<file path="config.mk">
export PLATFORM = sky130hd
export DESIGN_NAME = mab_alu
export DESIGN_NICKNAME = d
export VERILOG_FILES = /design/src/include/mab_pkg.sv /design/src/mab_file_ram.sv /design/src/mab_alu.sv
export SDC_FILE = /design/constraint.sdc
export NUM_CORES = 2
export LEC_CHECK = 0
export ABC_AREA = 1
export ABC_CLOCK_PERIOD_IN_PS = 9500
export BUFFER_PORTS_ARGS = -buffer_cell sky130_fd_sc_hd__buf_2
export CAP_MARGIN = 15
export CORE_MARGIN = 8
export CORE_UTILIZATION = 63
export DETAILED_ROUTE_END_ITERATION = 16
export MAX_ROUTING_LAYER = met4
export PLACE_DENSITY = 0.8
export REMOVE_ABC_BUFFERS = 1
export SLEW_MARGIN = 0
export SYNTH_ARGS = -nofsm -noshare
export SYNTH_HDL_FRONTEND = slang
export SYNTH_SLANG_ARGS = --single-unit
export TNS_END_PERCENT = 5
</file>
<file path="constraint.sdc">
create_clock -name pclk -period 9.5 [get_ports pclk]
set_input_delay 1.425 -clock pclk [delete_from_list [all_inputs] [get_ports pclk]]
set_output_delay 1.425 -clock pclk [all_outputs]
set_load 0.05 [all_outputs]
</file>
<file path="src/include/mab_pkg.sv">
// package of constants, types and encodings for the bit-ops datapath
// Behaviour
// - add immediate to accumulator, flags updated
// - and immediate into accumulator, zero only
// - and accumulator with file, zero only
// - add accumulator and file, all flags
// - destination bit picks accumulator or file
// - bit clear in file, flags untouched
// - bit set in file, flags untouched
// - bit test skips next when one
// - clear file writes zero, sets zero
package mab_pkg;
   localparam int MAB_ADDR_W = 7;
   localparam int MAB_DEPTH = 128;
   localparam int MAB_DATA_W = 8;
   localparam logic [7:0] MAB_ZERO_BYTE = 8'h00;
   localparam logic [7:0] MAB_ACC_RESET = 8'h00;

   // apb register byte addresses
   localparam logic [11:0] MAB_OFS_INSTR = 12'h000;
   localparam logic [11:0] MAB_OFS_ACC = 12'h004;
   localparam logic [11:0] MAB_OFS_STATUS = 12'h008;
   localparam logic [11:0] MAB_OFS_FADDR = 12'h00C;
   localparam logic [11:0] MAB_OFS_FDATA = 12'h010;

   // instruction word field positions
   localparam int MAB_OP_LSB = 16;
   localparam int MAB_DEST_BIT = 15;
   localparam int MAB_BIT_LSB = 8;
   localparam int MAB_KF_LSB = 0;

   // status field positions
   localparam int MAB_ST_C = 0;
   localparam int MAB_ST_NB = 1;
   localparam int MAB_ST_Z = 2;
   localparam int MAB_ST_SKIP = 3;

   typedef enum logic [3:0] {
      MAB_NO_OPERATION = 4'h0,
      MAB_ADD_IMMEDIATE_TO_ACC = 4'h1,
      MAB_AND_IMMEDIATE_WITH_ACC = 4'h2,
      MAB_AND_ACC_WITH_FILE = 4'h3,
      MAB_ADD_ACC_AND_FILE = 4'h4,
      MAB_CLEAR_FILE_BIT = 4'h5,
      MAB_SET_FILE_BIT = 4'h6,
      MAB_TEST_BIT_SKIP_WHEN_ONE = 4'h7,
      MAB_CLEAR_FILE_REGISTER = 4'h8
   } mab_op_t;

   typedef enum logic [1:0] {
      MAB_IDLE = 2'b00,
      MAB_READ = 2'b01,
      MAB_EXEC = 2'b10
   } mab_state_t;

   typedef struct packed {
      logic carry;
      logic nibble_overflow_bit;
      logic zero;
   } mab_flags_t;

   typedef struct packed {
      mab_op_t op;
      logic dest;
      logic [2:0] bit_sel;
      logic [7:0] operand;
   } mab_instr_t;
endpackage : mab_pkg

</file>
<file path="src/mab_file_ram.sv">
// file register memory with registered read data
`timescale 1ns/1ps
module mab_file_ram #(
   parameter int ADDR_W = 7,
   parameter int DATA_W = 8
) (
   // clock
   input wire logic pclk,
   // write port
   input wire logic we,
   input wire logic [ADDR_W-1:0] waddr,
   input wire logic [DATA_W-1:0] wdata,
   // read port
   input wire logic [ADDR_W-1:0] raddr,
   output logic [DATA_W-1:0] rdata
);
   logic [DATA_W-1:0] mem [0:(1<<ADDR_W)-1];

   always_ff @(posedge pclk) begin
      if (we) begin
         mem[waddr] <= wdata;
      end
      rdata <= mem[raddr];
   end
endmodule : mab_file_ram

</file>
<file path="src/mab_alu.sv">
// bit-ops datapath with apb register access
//
// The register offsets and the APB slave port are this design's own decisions.
`timescale 1ns/1ps
module mab_alu (
   // clock and reset
   input wire logic pclk,
   input wire logic presetn,
   // apb slave
   input wire logic psel,
   input wire logic penable,
   input wire logic pwrite,
   input wire logic [11:0] paddr,
   input wire logic [31:0] pwdata,
   input wire logic [3:0] pstrb,
   output logic [31:0] prdata,
   output logic pready,
   output logic pslverr,
   // status
   output mab_pkg::mab_flags_t flags,
   output logic skip_next
);
   import mab_pkg::*;

   mab_state_t state, next_state;
   logic [7:0] acc, next_acc;
   mab_flags_t next_flags;
   logic next_skip_next;
   logic [6:0] file_addr, next_file_addr;
   mab_instr_t instr, next_instr;
   logic [31:0] next_prdata;
   logic next_pslverr;

   logic ram_we;
   logic [6:0] ram_waddr, ram_raddr;
   logic [7:0] ram_wdata, ram_rdata;

   logic wr_acc, rd_acc, acc_phase;
   logic busy, first_acc;
   logic resp_rdy, next_resp_rdy;

   function automatic logic [9:0] add_flags(input logic [7:0] a,
                                            input logic [7:0] b);
      logic [8:0] full;
      logic [4:0] low;
      full = {1'b0, a} + {1'b0, b};
      low = {1'b0, a[3:0]} + {1'b0, b[3:0]};
      add_flags = {full[8], low[4], full[7:0]};
   endfunction : add_flags

   function automatic logic [7:0] bit_mask(input logic [2:0] sel);
      bit_mask = 8'h01 << sel;
   endfunction : bit_mask

   function automatic logic reg_hit(input logic [11:0] a);
      reg_hit = a == MAB_OFS_INSTR || a == MAB_OFS_ACC
                || a == MAB_OFS_STATUS || a == MAB_OFS_FADDR
                || a == MAB_OFS_FDATA;
   endfunction : reg_hit

   assign acc_phase = psel && penable;
   // writes and file accesses wait while an instruction executes
   assign busy = state != MAB_IDLE
                 && (pwrite || (paddr != MAB_OFS_ACC
                                && paddr != MAB_OFS_STATUS));
   // one wait state: response is registered before pready rises
   assign first_acc = acc_phase && !busy && !resp_rdy;
   assign pready = resp_rdy;
   assign wr_acc = acc_phase && pwrite && resp_rdy;
   assign rd_acc = first_acc && !pwrite;

   mab_file_ram #(
      .ADDR_W(MAB_ADDR_W),
      .DATA_W(MAB_DATA_W)
   ) u_ram (
      .pclk(pclk),
      .we(ram_we),
      .waddr(ram_waddr),
      .wdata(ram_wdata),
      .raddr(ram_raddr),
      .rdata(ram_rdata)
   );

   always_comb begin
      logic [9:0] sum;
      logic [7:0] res;
      logic wb_file;
      sum = 10'h000;
      res = 8'h00;
      wb_file = 1'b0;
      next_state = state;
      next_acc = acc;
      next_flags = flags;
      next_skip_next = skip_next;
      next_file_addr = file_addr;
      next_instr = instr;
      ram_we = 1'b0;
      ram_waddr = file_addr;
      ram_wdata = 8'h00;
      ram_raddr = instr.operand[6:0];
      case (state)
         MAB_IDLE: begin
            if (wr_acc && pready) begin
               case (paddr)
                  MAB_OFS_INSTR: begin
                     next_instr.op = mab_op_t'(pwdata[MAB_OP_LSB +: 4]);
                     next_instr.dest = pwdata[MAB_DEST_BIT];
                     next_instr.bit_sel = pwdata[MAB_BIT_LSB +: 3];
                     next_instr.operand = pwdata[MAB_KF_LSB +: 8];
                     ram_raddr = pwdata[MAB_KF_LSB +: 7];
                     next_state = MAB_READ;
                  end
                  MAB_OFS_ACC: begin
                     if (pstrb[0]) begin
                        next_acc = pwdata[7:0];
                     end
                  end
                  MAB_OFS_STATUS: begin
                     if (pstrb[0]) begin
                        next_flags.carry = pwdata[MAB_ST_C];
                        next_flags.nibble_overflow_bit = pwdata[MAB_ST_NB];
                        next_flags.zero = pwdata[MAB_ST_Z];
                        next_skip_next = pwdata[MAB_ST_SKIP];
                     end
                  end
                  MAB_OFS_FADDR: begin
                     next_file_addr = pwdata[6:0];
                  end
                  MAB_OFS_FDATA: begin
                     if (pstrb[0]) begin
                        ram_we = 1'b1;
                        ram_waddr = file_addr;
                        ram_wdata = pwdata[7:0];
                     end
                  end
                  default: begin
                     ram_we = 1'b0;
                  end
               endcase
            end
            if (!acc_phase) begin
               ram_raddr = file_addr;
            end
         end
         MAB_READ: begin
            next_state = MAB_EXEC;
         end
         MAB_EXEC: begin
            next_state = MAB_IDLE;
            // instruction after a taken skip runs as no_operation and clears skip_next
            if (skip_next) begin
               next_skip_next = 1'b0;
            end else begin
               case (instr.op)
                  MAB_ADD_IMMEDIATE_TO_ACC: begin
                     sum = add_flags(acc, instr.operand);
                     next_acc = sum[7:0];
                     next_flags.carry = sum[9];
                     next_flags.nibble_overflow_bit = sum[8];
                     next_flags.zero = sum[7:0] == MAB_ZERO_BYTE;
                  end
                  MAB_AND_IMMEDIATE_WITH_ACC: begin
                     res = acc & instr.operand;
                     next_acc = res;
                     next_flags.zero = res == MAB_ZERO_BYTE;
                  end
                  MAB_AND_ACC_WITH_FILE: begin
                     res = acc & ram_rdata;
                     next_flags.zero = res == MAB_ZERO_BYTE;
                     wb_file = instr.dest;
                     if (!instr.dest) begin
                        next_acc = res;
                     end
                  end
                  MAB_ADD_ACC_AND_FILE: begin
                     sum = add_flags(acc, ram_rdata);
                     res = sum[7:0];
                     next_flags.carry = sum[9];
                     next_flags.nibble_overflow_bit = sum[8];
                     next_flags.zero = res == MAB_ZERO_BYTE;
                     wb_file = instr.dest;
                     if (!instr.dest) begin
                        next_acc = res;
                     end
                  end
                  MAB_CLEAR_FILE_BIT: begin
                     res = ram_rdata & ~bit_mask(instr.bit_sel);
                     wb_file = 1'b1;
                  end
                  MAB_SET_FILE_BIT: begin
                     res = ram_rdata | bit_mask(instr.bit_sel);
                     wb_file = 1'b1;
                  end
                  MAB_TEST_BIT_SKIP_WHEN_ONE: begin
                     next_skip_next = |(ram_rdata & bit_mask(instr.bit_sel));
                  end
                  MAB_CLEAR_FILE_REGISTER: begin
                     res = MAB_ZERO_BYTE;
                     next_flags.zero = 1'b1;
                     wb_file = 1'b1;
                  end
                  default: begin
                     res = 8'h00;
                  end
               endcase
            end
            ram_we = wb_file;
            ram_waddr = instr.operand[6:0];
            ram_wdata = res;
            ram_raddr = file_addr;
         end
         default: begin
            next_state = MAB_IDLE;
         end
      endcase
   end

   // bus response: data and error registered in first access cycle
   always_comb begin
      next_resp_rdy = first_acc;
      next_pslverr = first_acc && !reg_hit(paddr);
      next_prdata = prdata;
      if (rd_acc) begin
         case (paddr)
            MAB_OFS_INSTR:
               next_prdata = {12'h000, instr.op, instr.dest, 4'h0,
                              instr.bit_sel, instr.operand};
            MAB_OFS_ACC:
               next_prdata = {24'h00_0000, next_acc};
            MAB_OFS_STATUS:
               next_prdata = {28'h000_0000, next_skip_next,
                              next_flags.zero,
                              next_flags.nibble_overflow_bit,
                              next_flags.carry};
            MAB_OFS_FADDR:
               next_prdata = {25'h000_0000, file_addr};
            MAB_OFS_FDATA:
               next_prdata = {24'h00_0000, ram_rdata};
            default: begin
               next_prdata = 32'h0000_0000;
            end
         endcase
      end
   end

   always_ff @(posedge pclk or negedge presetn) begin
      if (!presetn) begin
         state <= MAB_IDLE;
         acc <= MAB_ACC_RESET;
         flags <= '0;
         skip_next <= 1'b0;
         file_addr <= '0;
         instr <= '0;
      end else begin
         state <= next_state;
         acc <= next_acc;
         flags <= next_flags;
         skip_next <= next_skip_next;
         file_addr <= next_file_addr;
         instr <= next_instr;
      end
   end

   // bus response registers
   always_ff @(posedge pclk or negedge presetn) begin
      if (!presetn) begin
         prdata <= 32'h0000_0000;
         pslverr <= 1'b0;
         resp_rdy <= 1'b0;
      end else begin
         prdata <= next_prdata;
         pslverr <= next_pslverr;
         resp_rdy <= next_resp_rdy;
      end
   end
endmodule : mab_alu

</file>
==> metrics.txt <==
Post-synth EDFFs 1,024; post-DP HPWL approximately 74,000 um; Async SR Flop Fraction 5.06%; CTS clk-pin slew, worst paths ~0.060 ns; Worst R2R Setup Slack 4.26 ns; Longest Clk Path Bufs 3; Max Cap Viol 0; Placement Cell Area approximately 50,000 um2; Crit-path slowest cell inv_4; Core Util, Final between 60% and 70%; DR pass1 iterations 8; PD cells between 150 and 200 nW/um2; post-CTS setup buffer count 0; Hold Path Origin prdata[9]; Die Wd between 200 and 300 um; fraction of layout cells with a size suffix above 1 6.26%; vias in the first global route roughly 35,000; Root Buffer clkbuf_16; CP Capture Type flop; Mapped Avg Cell Area just over 10 um2; most frequent cells in the layout 1,024 x nand3_1, 1,024 x edfxtp_1, 985 x nand2_1; CP Buf/Inv Count 3; Final Routed Wirelength ~130,000 um; post-route cell area ~55,000 um2; Worst Tran Pin Value roughly 1.2 ns; GP Congestion between 0.9 and 1; Worst EP required approximately 10 ns; origin of the critical flop-to-flop path pready; post-synthesis cell count a little under 5,000; initial core utilization between 60% and 70%; Non-Filler Instances ~6,000; vias post-DR between 30,000 and 40,000; hold depth 2; initial DRC count approximately 5,100; Resized Gates After CTS 0; Critical Path, Cell by Cell buf_2 > nand2_2 > nor2_2 > nand4_1 > nand3_1 > nand2_1 > nand2_8 > nand2_8 > inv_4 > buf_4 > nand2_1 > nand2_1 > nand2_1 > nand3_1 > nand3_1 > nand3_1 > nand3_1 > nand2_1 > nand2_1 > nand2_1; crit path launch type input pin; Final Hold Viols 0; Max Clock Freq ~170 MHz; diode count 0; kind of critical path input pin to flop; Syn Std Cell Area just over 50,000 um2; CTS tree built; Vias per Instance a little over 6; Seq/Total Area, Yosys 64.0%; Worst Path Max Fanout around 140; first-pass GRT wire length around 200,000 um; setup ws final about 3.7 ns; grt total ovfl 0; Top Ports 91; die area roughly 90,000 um2; Clk Latency, worst-skew pair about 0.7 ns; GRT Total Usage between 20 and 30%; flops & latches, synth between 1,000 and 1,500; Core Area between 70,000 and 80,000 um2; nets between 4,000 and 5,000; dpl cells 5,798; fin crit share between 60% and 70%; R2R cell count 19; status completed; Synth Flop Type edfxtp_1; WP data arrival ~6.4 ns; Top Family by Delay on Critical Path simple AND/OR/NAND/NOR gates; Rel. slew slack 17.9%; Syn-to-layout area delta 8.52%; VDD IR max 138 uV; antenna violations before repair 0; Hold Path Sink prdata[9]; RR Endpoint u_ram.rdata[0]; YS warnings 0; CTS Hold Bufs 0; Routed Antenna Nets 0; min Tclk post-route 5.80 ns; final setup vio count 0; setup TNS 0 ns; Post-route DRC 0; Static Leak roughly 22 nW; # rows 103; number of buffers created by CTS 109; largest net degree at the start of global routing approximately 220; Yosys cell types 53; RSZ-0062 raised after global routing false; min-delay worst type flop to flop; max incr delay on CP ~1.1 ns; pre-CTS setup slack between 3 and 4 ns; skew final around 0.032 ns; Hold Slack 0.476 ns; chip height about 300 um; Power, Total just under 10 mW; wire per inst roughly 22 um; fillcell total 5,497; CTS Sinks between 1,000 and 1,500; CP most frequent cell nand2_1; Slew Limit Fails 0; I/O Buffers 55; CTS H-tree depth 3
-- state kept, by name (all words and copies together), names as in the netlist --
name,cells
u_ram.mem,1024
instr,16
prdata,16
acc,8
u_ram.rdata,8
file_addr,7
flags,3
state,2
pready,1
pslverr,1
skip_next,1
-- worst max path at each step --
stage / depth (start not counted) / slack, ns / from / endpoint
6_report: 20 / 3.70 / psel / u_ram.rdata[0]
5_1_grt: 20 / 3.33 / psel / u_ram.rdata[6]
4_1_cts: 20 / 3.83 / psel / u_ram.rdata[5]
3_5_place_dp: 20 / 3.18 / psel / u_ram.rdata[2]
3_3_place_gp: 20 / 3.22 / psel / u_ram.rdata[2]
2_1_floorplan: 19 / -2.72 / paddr[1] / u_ram.rdata[0]
-- cell usage after synthesis (18+ instances only) --
cell	number	area, um2
buf_2	143	716
nand3b_1	317	2380
dfrtp_1	55	1380
nand3_1	1026	5130
edfxtp_1	1024	30700
o22ai_1	18	113
a21oi_1	48	240
o211ai_1	18	135
nand2_1	985	3700
o21ai_0	83	415
buf_4	38	285
inv_1	725	2720
clkbuf_1	91	342
nor2_1	190	713
ha_1	21	263
-- cell type report --
cell class / instances / area (um2) / share of cell area [%]
Sequential cell: 1087 / 32300 / 59.0
Multi-Input combinational cell: 2820 / 14100 / 25.7
Clock buffer: 137 / 2900 / 5.31
Inverter: 731 / 2760 / 5.04
Tap cell: 1050 / 1310 / 2.40
Timing Repair Buffer: 110 / 738 / 1.35
Clock inverter: 65 / 666 / 1.22
-- power breakdown --
group	internal, mW	switching [mW]	total (mW)
Combinational	0.118	0.345	0.462
Clock	2.47	1.84	4.30
Sequential	5.17	0.00863	5.18
Total	7.75	2.19	9.94
-- worst min-delay path, delay by kind of cell, from the launching register on --
family           cells  cell delay [ns]
flip-flops           1             0.34
AND/OR/NAND/NOR      1             0.05
AO/OA/AOI/OAI        1             0.05
-- kinds of logic after synthesis --
family,synth area share (%)
compound gates,2.37
simple gates,24.3
flops,64.0
buf+inv,8.52
fa+ha+maj,0.601
xor+xnor,0.191
other cells,0.00744
-- routing by layer --
metal | vias to the layer above | global-route usage (%) | routed length, um
met1 | 17200 | 37.8 | 49100
met2 | 2201 | 45.4 | 61400
met4 | 0 | 13.3 | 6030
met5 | - | - | 0
met3 | 392 | 5.17 | 14600
li1 | 16500 | - | -
(Power assumes the default switching activity.)
